==> config.mk <==
export PLATFORM = sky130hd
export DESIGN_NAME = hsu_top
export DESIGN_NICKNAME = d
export VERILOG_FILES = /design/src/logic/hsu_pkg.sv /design/src/logic/hsu_rts_if.sv /design/src/logic/hsu_rts.sv /design/src/logic/hsu_top.sv
export SDC_FILE = /design/constraint.sdc
export NUM_CORES = 1
export LEC_CHECK = 0
export ABC_AREA = 1
export BUFFER_PORTS_ARGS = -buffer_cell sky130_fd_sc_hd__clkbuf_2
export CAP_MARGIN = 20
export CORE_ASPECT_RATIO = 1.2
export CORE_MARGIN = 10
export CORE_UTILIZATION = 53
export CTS_CLUSTER_DIAMETER = 100
export DETAILED_ROUTE_END_ITERATION = 6
export GPL_TIMING_DRIVEN = 0
export PLACE_DENSITY_LB_ADDON = 0.15
export SYNTH_ARGS = -nofsm -noshare
export SYNTH_HDL_FRONTEND = slang
export SYNTH_SLANG_ARGS = --single-unit
==> constraint.sdc <==
create_clock -name pclk -period 3.4 [get_ports pclk]
set_clock_uncertainty 0.15 [all_clocks]
set_input_delay 0.17 -clock pclk [delete_from_list [all_inputs] [get_ports pclk]]
set_output_delay 0.17 -clock pclk [all_outputs]
set_load 0.02 [all_outputs]
==> src/logic/hsu_pkg.sv <==
package hsu_pkg;
	localparam int unsigned LEVEL_W = 7;

	// byte addresses of the register words
	localparam logic [31:0] IIR_ADDR   = 32'h4001_4008;
	localparam logic [31:0] CTRL_ADDR  = 32'h4001_400c;
	localparam logic [31:0] TRIG_ADDR  = 32'h4001_4010;

	// irq_identification bit positions
	localparam int unsigned IIR_TX      = 0;
	localparam int unsigned IIR_RXLVL   = 1;
	localparam int unsigned IIR_RXIDLE  = 2;
	localparam int unsigned IIR_FE      = 3;
	localparam int unsigned IIR_BRK     = 4;
	localparam int unsigned IIR_OE      = 5;
	localparam int unsigned IIR_TXSET   = 6;

	// uart_control fields
	localparam int unsigned CTRL_IDLE_LSB = 16;
	localparam int unsigned CTRL_RTS_EN   = 18;
	localparam int unsigned CTRL_THR_LSB  = 19;
	localparam int unsigned CTRL_RTS_INV  = 21;
	localparam logic [31:0] CTRL_RESET    = 32'h0000_2800;
	localparam logic [31:0] CTRL_MASK     = 32'h003f_3fff;

	// rx trigger level register
	localparam logic [LEVEL_W-1:0] TRIG_RESET = 7'h10;

	// rts thresholds in bytes
	localparam logic [LEVEL_W-1:0] THR_00 = 7'h08;
	localparam logic [LEVEL_W-1:0] THR_01 = 7'h10;
	localparam logic [LEVEL_W-1:0] THR_10 = 7'h20;
	localparam logic [LEVEL_W-1:0] THR_11 = 7'h30;

	typedef enum logic [1:0] {
		HSU_IDLE_OFF = 2'h0,
		HSU_IDLE_4   = 2'h1,
		HSU_IDLE_8   = 2'h2,
		HSU_IDLE_16  = 2'h3
	} hsu_idle_cfg_t;

	function automatic logic [LEVEL_W-1:0] hsu_thr_bytes(
		input logic [1:0] sel
	);
		unique case (sel)
			2'h0: hsu_thr_bytes = THR_00;
			2'h1: hsu_thr_bytes = THR_01;
			2'h2: hsu_thr_bytes = THR_10;
			2'h3: hsu_thr_bytes = THR_11;
		endcase
	endfunction
endpackage

==> src/logic/hsu_rts_if.sv <==
`timescale 1ns/100ps
interface hsu_rts_if;
	import hsu_pkg::*;
	logic               rts_auto_enable;
	logic               rts_invert;
	logic [1:0]         rts_threshold;
	logic [LEVEL_W-1:0] rx_level;

	modport ctl (output rts_auto_enable, output rts_invert,
		output rts_threshold, output rx_level);
	modport rts (input rts_auto_enable, input rts_invert,
		input rts_threshold, input rx_level);
endinterface

==> src/logic/hsu_rts.sv <==
`timescale 1ns/100ps
module hsu_rts (
	input  wire logic pclk,
	input  wire logic presetn,
	hsu_rts_if.rts    cfg,
	output logic      rts_pin_o,
	output logic      rts_pin_oe
);
	import hsu_pkg::*;

	logic rts_q;
	logic rts_d;
	logic oe_q;
	logic oe_d;
	logic full;

	always_comb begin
		// low once the fifo passes the chosen level
		full  = cfg.rx_level > hsu_thr_bytes(cfg.rts_threshold);
		rts_d = ~full ^ cfg.rts_invert;
		oe_d  = cfg.rts_auto_enable;
	end

	always_ff @(posedge pclk or negedge presetn) begin
		if (!presetn) begin
			rts_q <= 1'b0;
			oe_q  <= 1'b0;
		end else begin
			rts_q <= rts_d;
			oe_q  <= oe_d;
		end
	end

	assign rts_pin_o  = rts_q;
	assign rts_pin_oe = oe_q;
endmodule // hsu_rts

==> src/logic/hsu_top.sv <==
`timescale 1ns/100ps
// Operation
// - idle flag sets only if enabled; rx read clears
// - level flag high while fifo above trigger
// - tx flag reports irq; tx write clears
// - writing 1 to bit 0 clears tx flag
// - control bit selects rts polarity
// - threshold field picks 8/16/32/48 bytes
// - rts low when fifo exceeds threshold
// - bit 18 enables automatic rts
// - disabled rts leaves pin undriven
// - idle config off or 4/8/16 characters
module hsu_top #(
	parameter int unsigned LW = hsu_pkg::LEVEL_W
) (
	input  wire logic                      pclk,
	input  wire logic                      presetn,
	input  wire logic                      psel,
	input  wire logic                      penable,
	input  wire logic                      pwrite,
	input  wire logic [31:0]               paddr,
	input  wire logic [31:0]               pwdata,
	output logic      [31:0]               prdata,
	output logic                           pready,
	output logic                           pslverr,
	input  wire logic [hsu_pkg::LEVEL_W-1:0] rx_level,
	input  wire logic                      rx_pop,
	input  wire logic                      tx_push,
	input  wire logic                      tx_event,
	input  wire logic                      rx_idle_hit,
	input  wire logic                      rx_overrun,
	input  wire logic                      rx_break,
	input  wire logic                      rx_frame_err,
	output hsu_pkg::hsu_idle_cfg_t         rx_idle_config,
	output logic                           rts_pin_o,
	output logic                           rts_pin_oe,
	output logic                           uart_irq
);
	import hsu_pkg::*;

	// the level compare and the reset value assume the package width
	if (LW != LEVEL_W) begin : g_lw_check
		$error("hsu_top: LW must equal package LEVEL_W");
	end

	hsu_rts_if rif ();

	logic [31:0]    ctrl_q;
	logic [31:0]    ctrl_d;
	logic [LW-1:0]  trig_q;
	logic [LW-1:0]  trig_d;
	logic           tx_q;
	logic           tx_d;
	logic           lvl_q;
	logic           lvl_d;
	logic           idle_q;
	logic           idle_d;
	logic [2:0]     err_q;
	logic [2:0]     err_d;
	logic [31:0]    rdata_q;
	logic [31:0]    rdata_d;
	logic           irq_q;
	logic           irq_d;
	logic           acc;
	logic           wr;
	logic           rd;
	logic           hit_iir;
	logic           hit_ctrl;
	logic           hit_trig;
	logic           w_iir;
	hsu_idle_cfg_t  idle_cfg;

	// slave never stalls; one access cycle per transfer
	assign pready  = 1'b1;
	assign acc     = psel & penable;
	assign wr      = acc & pwrite;
	assign rd      = acc & ~pwrite;
	assign hit_iir  = paddr == IIR_ADDR;
	assign hit_ctrl = paddr == CTRL_ADDR;
	assign hit_trig = paddr == TRIG_ADDR;
	assign pslverr = acc & ~(hit_iir | hit_ctrl | hit_trig);
	assign w_iir   = wr & hit_iir;
	assign idle_cfg = hsu_idle_cfg_t'(ctrl_q[CTRL_IDLE_LSB +: 2]);

	// configuration word written by software
	always_comb begin
		ctrl_d = ctrl_q;
		if (wr && hit_ctrl)
			ctrl_d = pwdata & CTRL_MASK;
	end

	always_ff @(posedge pclk or negedge presetn) begin
		if (!presetn) begin
			ctrl_q <= CTRL_RESET;
		end else begin
			ctrl_q <= ctrl_d;
		end
	end

	always_comb begin
		trig_d = trig_q;
		if (wr && hit_trig)
			trig_d = pwdata[LW-1:0];
	end

	always_ff @(posedge pclk or negedge presetn) begin
		if (!presetn) begin
			trig_q <= TRIG_RESET;
		end else begin
			trig_q <= trig_d;
		end
	end

	// set beats clear, so a forced interrupt is never lost
	always_comb begin
		tx_d = tx_q;
		if (tx_push || (w_iir && pwdata[IIR_TX]))
			tx_d = 1'b0;
		if (tx_event || (w_iir && pwdata[IIR_TXSET]))
			tx_d = 1'b1;
	end

	always_ff @(posedge pclk or negedge presetn) begin
		if (!presetn) begin
			tx_q <= 1'b0;
		end else begin
			tx_q <= tx_d;
		end
	end

	// no memory here: draining the fifo or raising the trigger clears it
	always_comb begin
		lvl_d = rx_level > trig_q;
	end

	always_ff @(posedge pclk or negedge presetn) begin
		if (!presetn) begin
			lvl_q <= 1'b0;
		end else begin
			lvl_q <= lvl_d;
		end
	end

	always_comb begin
		idle_d = idle_q;
		if (rx_pop)
			idle_d = 1'b0;
		if (rx_idle_hit && idle_cfg != HSU_IDLE_OFF)
			idle_d = 1'b1;
	end

	always_ff @(posedge pclk or negedge presetn) begin
		if (!presetn) begin
			idle_q <= 1'b0;
		end else begin
			idle_q <= idle_d;
		end
	end

	// write one to clear; a new error in the same cycle stays set
	always_comb begin
		err_d = err_q;
		if (w_iir)
			err_d = err_q & ~pwdata[IIR_OE:IIR_FE];
		err_d = err_d | {rx_overrun, rx_break, rx_frame_err};
	end

	always_ff @(posedge pclk or negedge presetn) begin
		if (!presetn) begin
			err_q <= 3'h0;
		end else begin
			err_q <= err_d;
		end
	end

	// registered so the request line cannot glitch
	always_comb begin
		irq_d = tx_q | lvl_q | idle_q | (|err_q);
	end

	always_ff @(posedge pclk or negedge presetn) begin
		if (!presetn) begin
			irq_q <= 1'b0;
		end else begin
			irq_q <= irq_d;
		end
	end

	// latched in setup, held through access
	always_comb begin
		rdata_d = 32'h0000_0000;
		if (psel && !penable && !pwrite) begin
			if (hit_iir)
				rdata_d = {26'h000_0000, err_q, idle_q, lvl_q, tx_q};
			else if (hit_ctrl)
				rdata_d = ctrl_q;
			else if (hit_trig)
				rdata_d = {{(32-LW){1'b0}}, trig_q};
		end else if (rd) begin
			rdata_d = rdata_q;
		end
	end

	always_ff @(posedge pclk or negedge presetn) begin
		if (!presetn) begin
			rdata_q <= 32'h0000_0000;
		end else begin
			rdata_q <= rdata_d;
		end
	end

	assign prdata         = rdata_q;
	assign uart_irq       = irq_q;
	assign rx_idle_config = idle_cfg;

	assign rif.rts_auto_enable = ctrl_q[CTRL_RTS_EN];
	assign rif.rts_invert      = ctrl_q[CTRL_RTS_INV];
	assign rif.rts_threshold   = ctrl_q[CTRL_THR_LSB +: 2];
	assign rif.rx_level        = rx_level;

	hsu_rts u_rts (
		.pclk       (pclk),
		.presetn    (presetn),
		.cfg        (rif.rts),
		.rts_pin_o  (rts_pin_o),
		.rts_pin_oe (rts_pin_oe)
	);
endmodule // hsu_top

---- After elaboration in Yosys (flattened, before gate mapping) ----
Cells that the tools add are included.
storage, ports and cells
  memories kept ........................... 0
  output and inout port bits .............. 39
  bits in latches ......................... 0
  bits in read-only memories .............. 0
  memory bits (writable) .................. 0
  register bits ........................... 68
  logic and storage cells ................. 63
  bits of input ports ..................... 83
operators by class
  eq/ne operators ......................... 7
  mux-type cells .......................... 11
  add/sub/neg operators ................... 0
  order comparisons ....................... 2
  $mul .................................... 0
  bitwise logic cells ..................... 17
  divide/modulo/power cells ............... 0
  shifts and indexed selects .............. 0
  reduce and logical (&&, ||, !) cells .... 16
operators with widths
  operator                number
  $mux W32                4
  $eq A32 B31 Y1 const B  3
  $pmux W7 S4             1
  $gt A7 B7 Y1            2
  $logic_and A1 B1 Y1     7
  $mux W7                 1
  $reduce_bool A2 Y1      3
  $and A1 B1 Y1           5
  $or A1 B1 Y1            5
  $eq A2 B2 Y1 const B    2
  $mux W1                 4
  $and A3 B3 Y3           1
  $mux W3                 1
  $not A1 Y1              3
  $not A3 Y3              1
  $or A3 B3 Y3            1
  $reduce_or A3 Y1        1
  $eq A2 B1 Y1 const B    1
  $logic_not A1 Y1        2
  $logic_not A2 Y1        1
  $logic_or A1 B1 Y1      2
  $ne A2 B1 Y1 const B    1
  $xor A1 B1 Y1           1

---- Logic depth before layout (Yosys ltp) ----
  depth after elaboration ................. 7
  depth in mapped cells ................... 11
  mapped depth without buffers ............ 11

---- By module ----
Synthesis repeated with hierarchy kept, for this count alone.
second synthesis, totals
  cells, all modules ...................... 399
  area total of the unflattened synthesis .. 3164.3 um2
by module, submodules not included
  module   instances  area each (um2)  cells an instance
  hsu_top  1          2981.6           372
  hsu_rts  1          182.7            27

---- Least setup slack after synthesis ----
Ideal clock, no wire load.
  kind .................................... input-to-output
  from .................................... in paddr[11]
  to ...................................... out pslverr
  stages on the path ...................... 8
  arrival ................................. 1.317 ns
  slack ................................... 1.763 ns
  data required time ...................... 3.080 ns
  path buffers ............................ 1
  path through ............................ nor2_1 > and2_1 > nand2_2 > nor2_2 > buf_4 > nand2_1 > nand2_1 > nor3b_1
between the ends
  cells in the longest elaborated chain, start to end .. 5
RTL lines
  what                                      line                          RTL
  start: declaration                        hsu_top.sv:21                 input wire logic [31:0] paddr,
  $eq A32 B31 Y1, on equally long branches  hsu_top.sv:78, hsu_top.sv:79
  $or A1 B1 Y1                              hsu_top.sv:81                 assign pslverr = acc & ~(hit_iir | hit_ctrl | hit_trig);
  $or A1 B1 Y1 *                            hsu_top.sv:81
  $not A1 Y1 *                              hsu_top.sv:81
  $and A1 B1 Y1 *                           hsu_top.sv:81
  end: declaration                          hsu_top.sv:25                 output logic pslverr,
Mark *: on every way between the ends. The rest lies on a longest branch, timed or not.

---- Worst setup path in the final report ----
Same ends and word-level chain as after synthesis.

==> run metrics <==
Slew HR=around three fifths; post-synthesis instance total=between 400 and 500; Residual DRC=0; Syn. warnings=0; largest net degree at the start of global routing=35; # setup viols final=0; Filler cells=between 400 and 500; Data arrival, critical path=1410 ps; worst-path fanout max=10; Clock Tree Buf Depth=2; dpl cells=just under 600; initial antenna violation count=0; worst hold slack=between 20 and 25 ps; drt first-iter violations=101; element type at the critical path start=input pin; asr flop ratio synth=100%; Hold Crit Class=in -> reg; top_reg_cell synth=dfrtp_1; RSZ-0062 raised after global routing=no; Core ar.=5710 um2; number of synthesized flops with an enable pin=0; reg2reg end=lvl_q; final period demand of the worst path=about 1700 ps; max_cap viols=0; Setup Total Neg Slack=0 ps; share of cells above drive strength 1=between 20% and 30%; synth unique cells=31; CTS tree=done; HP Start=rx_level[6]; CP required=3080 ps; later-pin clock latency in the skew report=~310 ps; final net count=639; PD cells=between 300 and 400 nW/um2; worst r2r path cells=6; Setup WS post-layout=roughly 1700 ps; final slew viol count=0; Hold Crit Endpoint=u_rts.rts_pin_o; die width=between 90 and 100 um; Synth Cell Area=3140 um2; routed vias/inst=4.78; fin cells=627; Die H=roughly 100 um; FP Rows=30; Power, Total=1.29 mW; Post-DRT Antenna Nets=0; CTS root buf=clkbuf_8; # diodes=0; Final period util=50.7%; dpl ws=1690 ps; Slew @ Worst Pin=614 ps; CTS H-tree depth=2; Num CTS Buffers=5; DIE AREA=approximately 9400 um2; global-route usage over all layers=17.9%; GRT Residual Overflow=0; Leak=2.24 nW; critical path type=in -> out; Sink Count=56; flop-to-flop setup slack=around 1800 ps; # port buffers=between 90 and 100; DRT Pass-1 Iters=4; outcome=complete, no violations; Vias=between 2k and 3k; initial core utilization=55.0%; number of global-route vias before repair=about 3.2k; FF-to-FF Start=trig_q[4]; GP Congestion=slightly above 0.8; wire length after detailed routing=~8400 um; final hold vios=0; Layout area overhead=33.1%; number of post-CTS setup repair buffers=0; Avg WL per Cell=~13 um; Critical Path Sink Type=output port; synthesized area per cell=7.79 um2; first-pass GRT wire length=~14000 um; register area share after synthesis=44.8%; maximum vdd drop=284 uV; I/O pins=approximately 120; DP Wirelength=between 6000 and 7000 um; #FFs+latches synth=56; Hold Path Stages=3; f_max=a little under 600 MHz; clock-pin slew on the worst setup and hold paths=100 ps
## layout make-up
type	instances	area, um2	area share, %
clock inverters	3	46.3	1.11
repair buffers	125	781	18.7
clock buffers	5	68.8	1.65
flip-flops and latches	56	1410	33.7
well taps	80	100	2.40
inverters	66	248	5.93
plain buffers	28	198	4.73
multi-input cells	264	1330	31.8
## layer usage
layer / part of all wire [%] / global-route usage, % / routed length, um
met4: 0.61 / 3.76 / 51
met2: 52 / 32.8 / 4410
met1: 40 / 20.0 / 3350
met3: 7.0 / 5.05 / 590
met5: 0 / 0 / 0
## where the power goes
part / internal, mW / switching, mW / leakage [nW]
Combinational: 0.0809 / 0.0885 / 1.44
Clock: 0.222 / 0.225 / 0.0548
Sequential: 0.668 / 0.00139 / 0.744
## registers in the layout, summed over array words and instances (netlist names)
| signal | count |
|---|---|
| ctrl_q | 20 |
| lvl_q | 1 |
| u_rts.rts_pin_o | 1 |
| u_rts.rts_pin_oe | 1 |
| trig_q | 7 |
| uart_irq | 1 |
| idle_q | 1 |
| err_q | 3 |
| tx_q | 1 |
| prdata | 20 |
## Yosys cell counts, types with 3 or more instances
master | number | area [um2]
nand2_1 | 93 | 349
inv_1 | 64 | 240
dfrtp_1 | 53 | 1330
nand3_1 | 46 | 230
nor2_1 | 30 | 113
o21ai_1 | 30 | 150
buf_4 | 17 | 128
ha_1 | 10 | 125
o21ai_0 | 8 | 40.0
o21ai_2 | 7 | 61.3
buf_2 | 5 | 25.0
a21oi_1 | 4 | 20.0
nand4_1 | 4 | 25.0
buf_6 | 3 | 33.8
clkbuf_1 | 3 | 11.3
dfstp_2 | 3 | 78.8
nor2_4 | 3 | 33.8
## cell families after synthesis
family                   count (synthesis)  synth area share (%)
adder cells (fa/ha/maj)                 10                  3.99
XOR/XNOR                                 1                 0.279
flip-flops                              56                  44.8
buffers and inverters                   94                  14.2
AO/OA/AOI/OAI                           54                  9.85
other                                    2                 0.239
AND/OR/NAND/NOR                        186                  26.7
## worst max-delay path: stages
cell and delay [ps]:
clkbuf_2 90, nor2_1 40, and2_1 150, nand2_2 110, nor2_2 60, buf_4 170, nand2_1 120, nand2_1 60
nor3b_1 210, clkbuf_2 220
## cells in the final DEF, fill, tap and decap left out, types with 2 or more instances in the layout
| master | count |
|---|---|
| clkbuf_8 | 5 |
| inv_2 | 2 |
| clkbuf_2 | 96 |
| nor2_4 | 3 |
| o21ai_1 | 30 |
| inv_1 | 64 |
| dlygate4sd3_1 | 28 |
| buf_4 | 17 |
| ha_1 | 10 |
| nor3_1 | 2 |
| nand4_1 | 4 |
| o21ai_2 | 7 |
| clkbuf_1 | 3 |
| o31ai_1 | 2 |
| a21oi_1 | 4 |
| nand3_1 | 46 |
| buf_6 | 3 |
| nand2_2 | 2 |
| nor2_1 | 30 |
| conb_1 | 13 |
| nor2_2 | 2 |
| dfstp_2 | 3 |
| o21ai_0 | 8 |
| buf_2 | 5 |
| nand2_1 | 93 |
| dfrtp_1 | 53 |
## worst max path at each step
| stage | start | end | slack, ps | depth (start not counted) |
|---|---|---|---|---|
| final | paddr[11] | pslverr | 1670 | 10 |
| after global routing | paddr[11] | pslverr | 1510 | 10 |
| after CTS | paddr[31] | pslverr | 1690 | 11 |
| after detailed placement | paddr[31] | pslverr | 1690 | 11 |
| after global placement | paddr[11] | pslverr | 1680 | 10 |
| after floorplan | paddr[11] | pslverr | 1760 | 8 |
## timing repair
| item | 4_1_cts | 5_1_grt |
|---|---|---|
| gates resized for setup | 0 | 0 |
| hold endpoints to repair | 51 | 0 |
| hold buffers | 28 | 0 |
| setup endpoints to repair | 0 | 0 |
## metrics by stage
step | util (%) | area, um2
2_1_floorplan | - | 3180
3_3_place_gp | 65.9 | 3760
3_5_place_dp | 66.3 | 3780
4_1_cts | 73.2 | 4180
5_1_grt | 73.2 | 4180
6_report | 73.2 | 4180
Power figures use the tool's default switching activity.
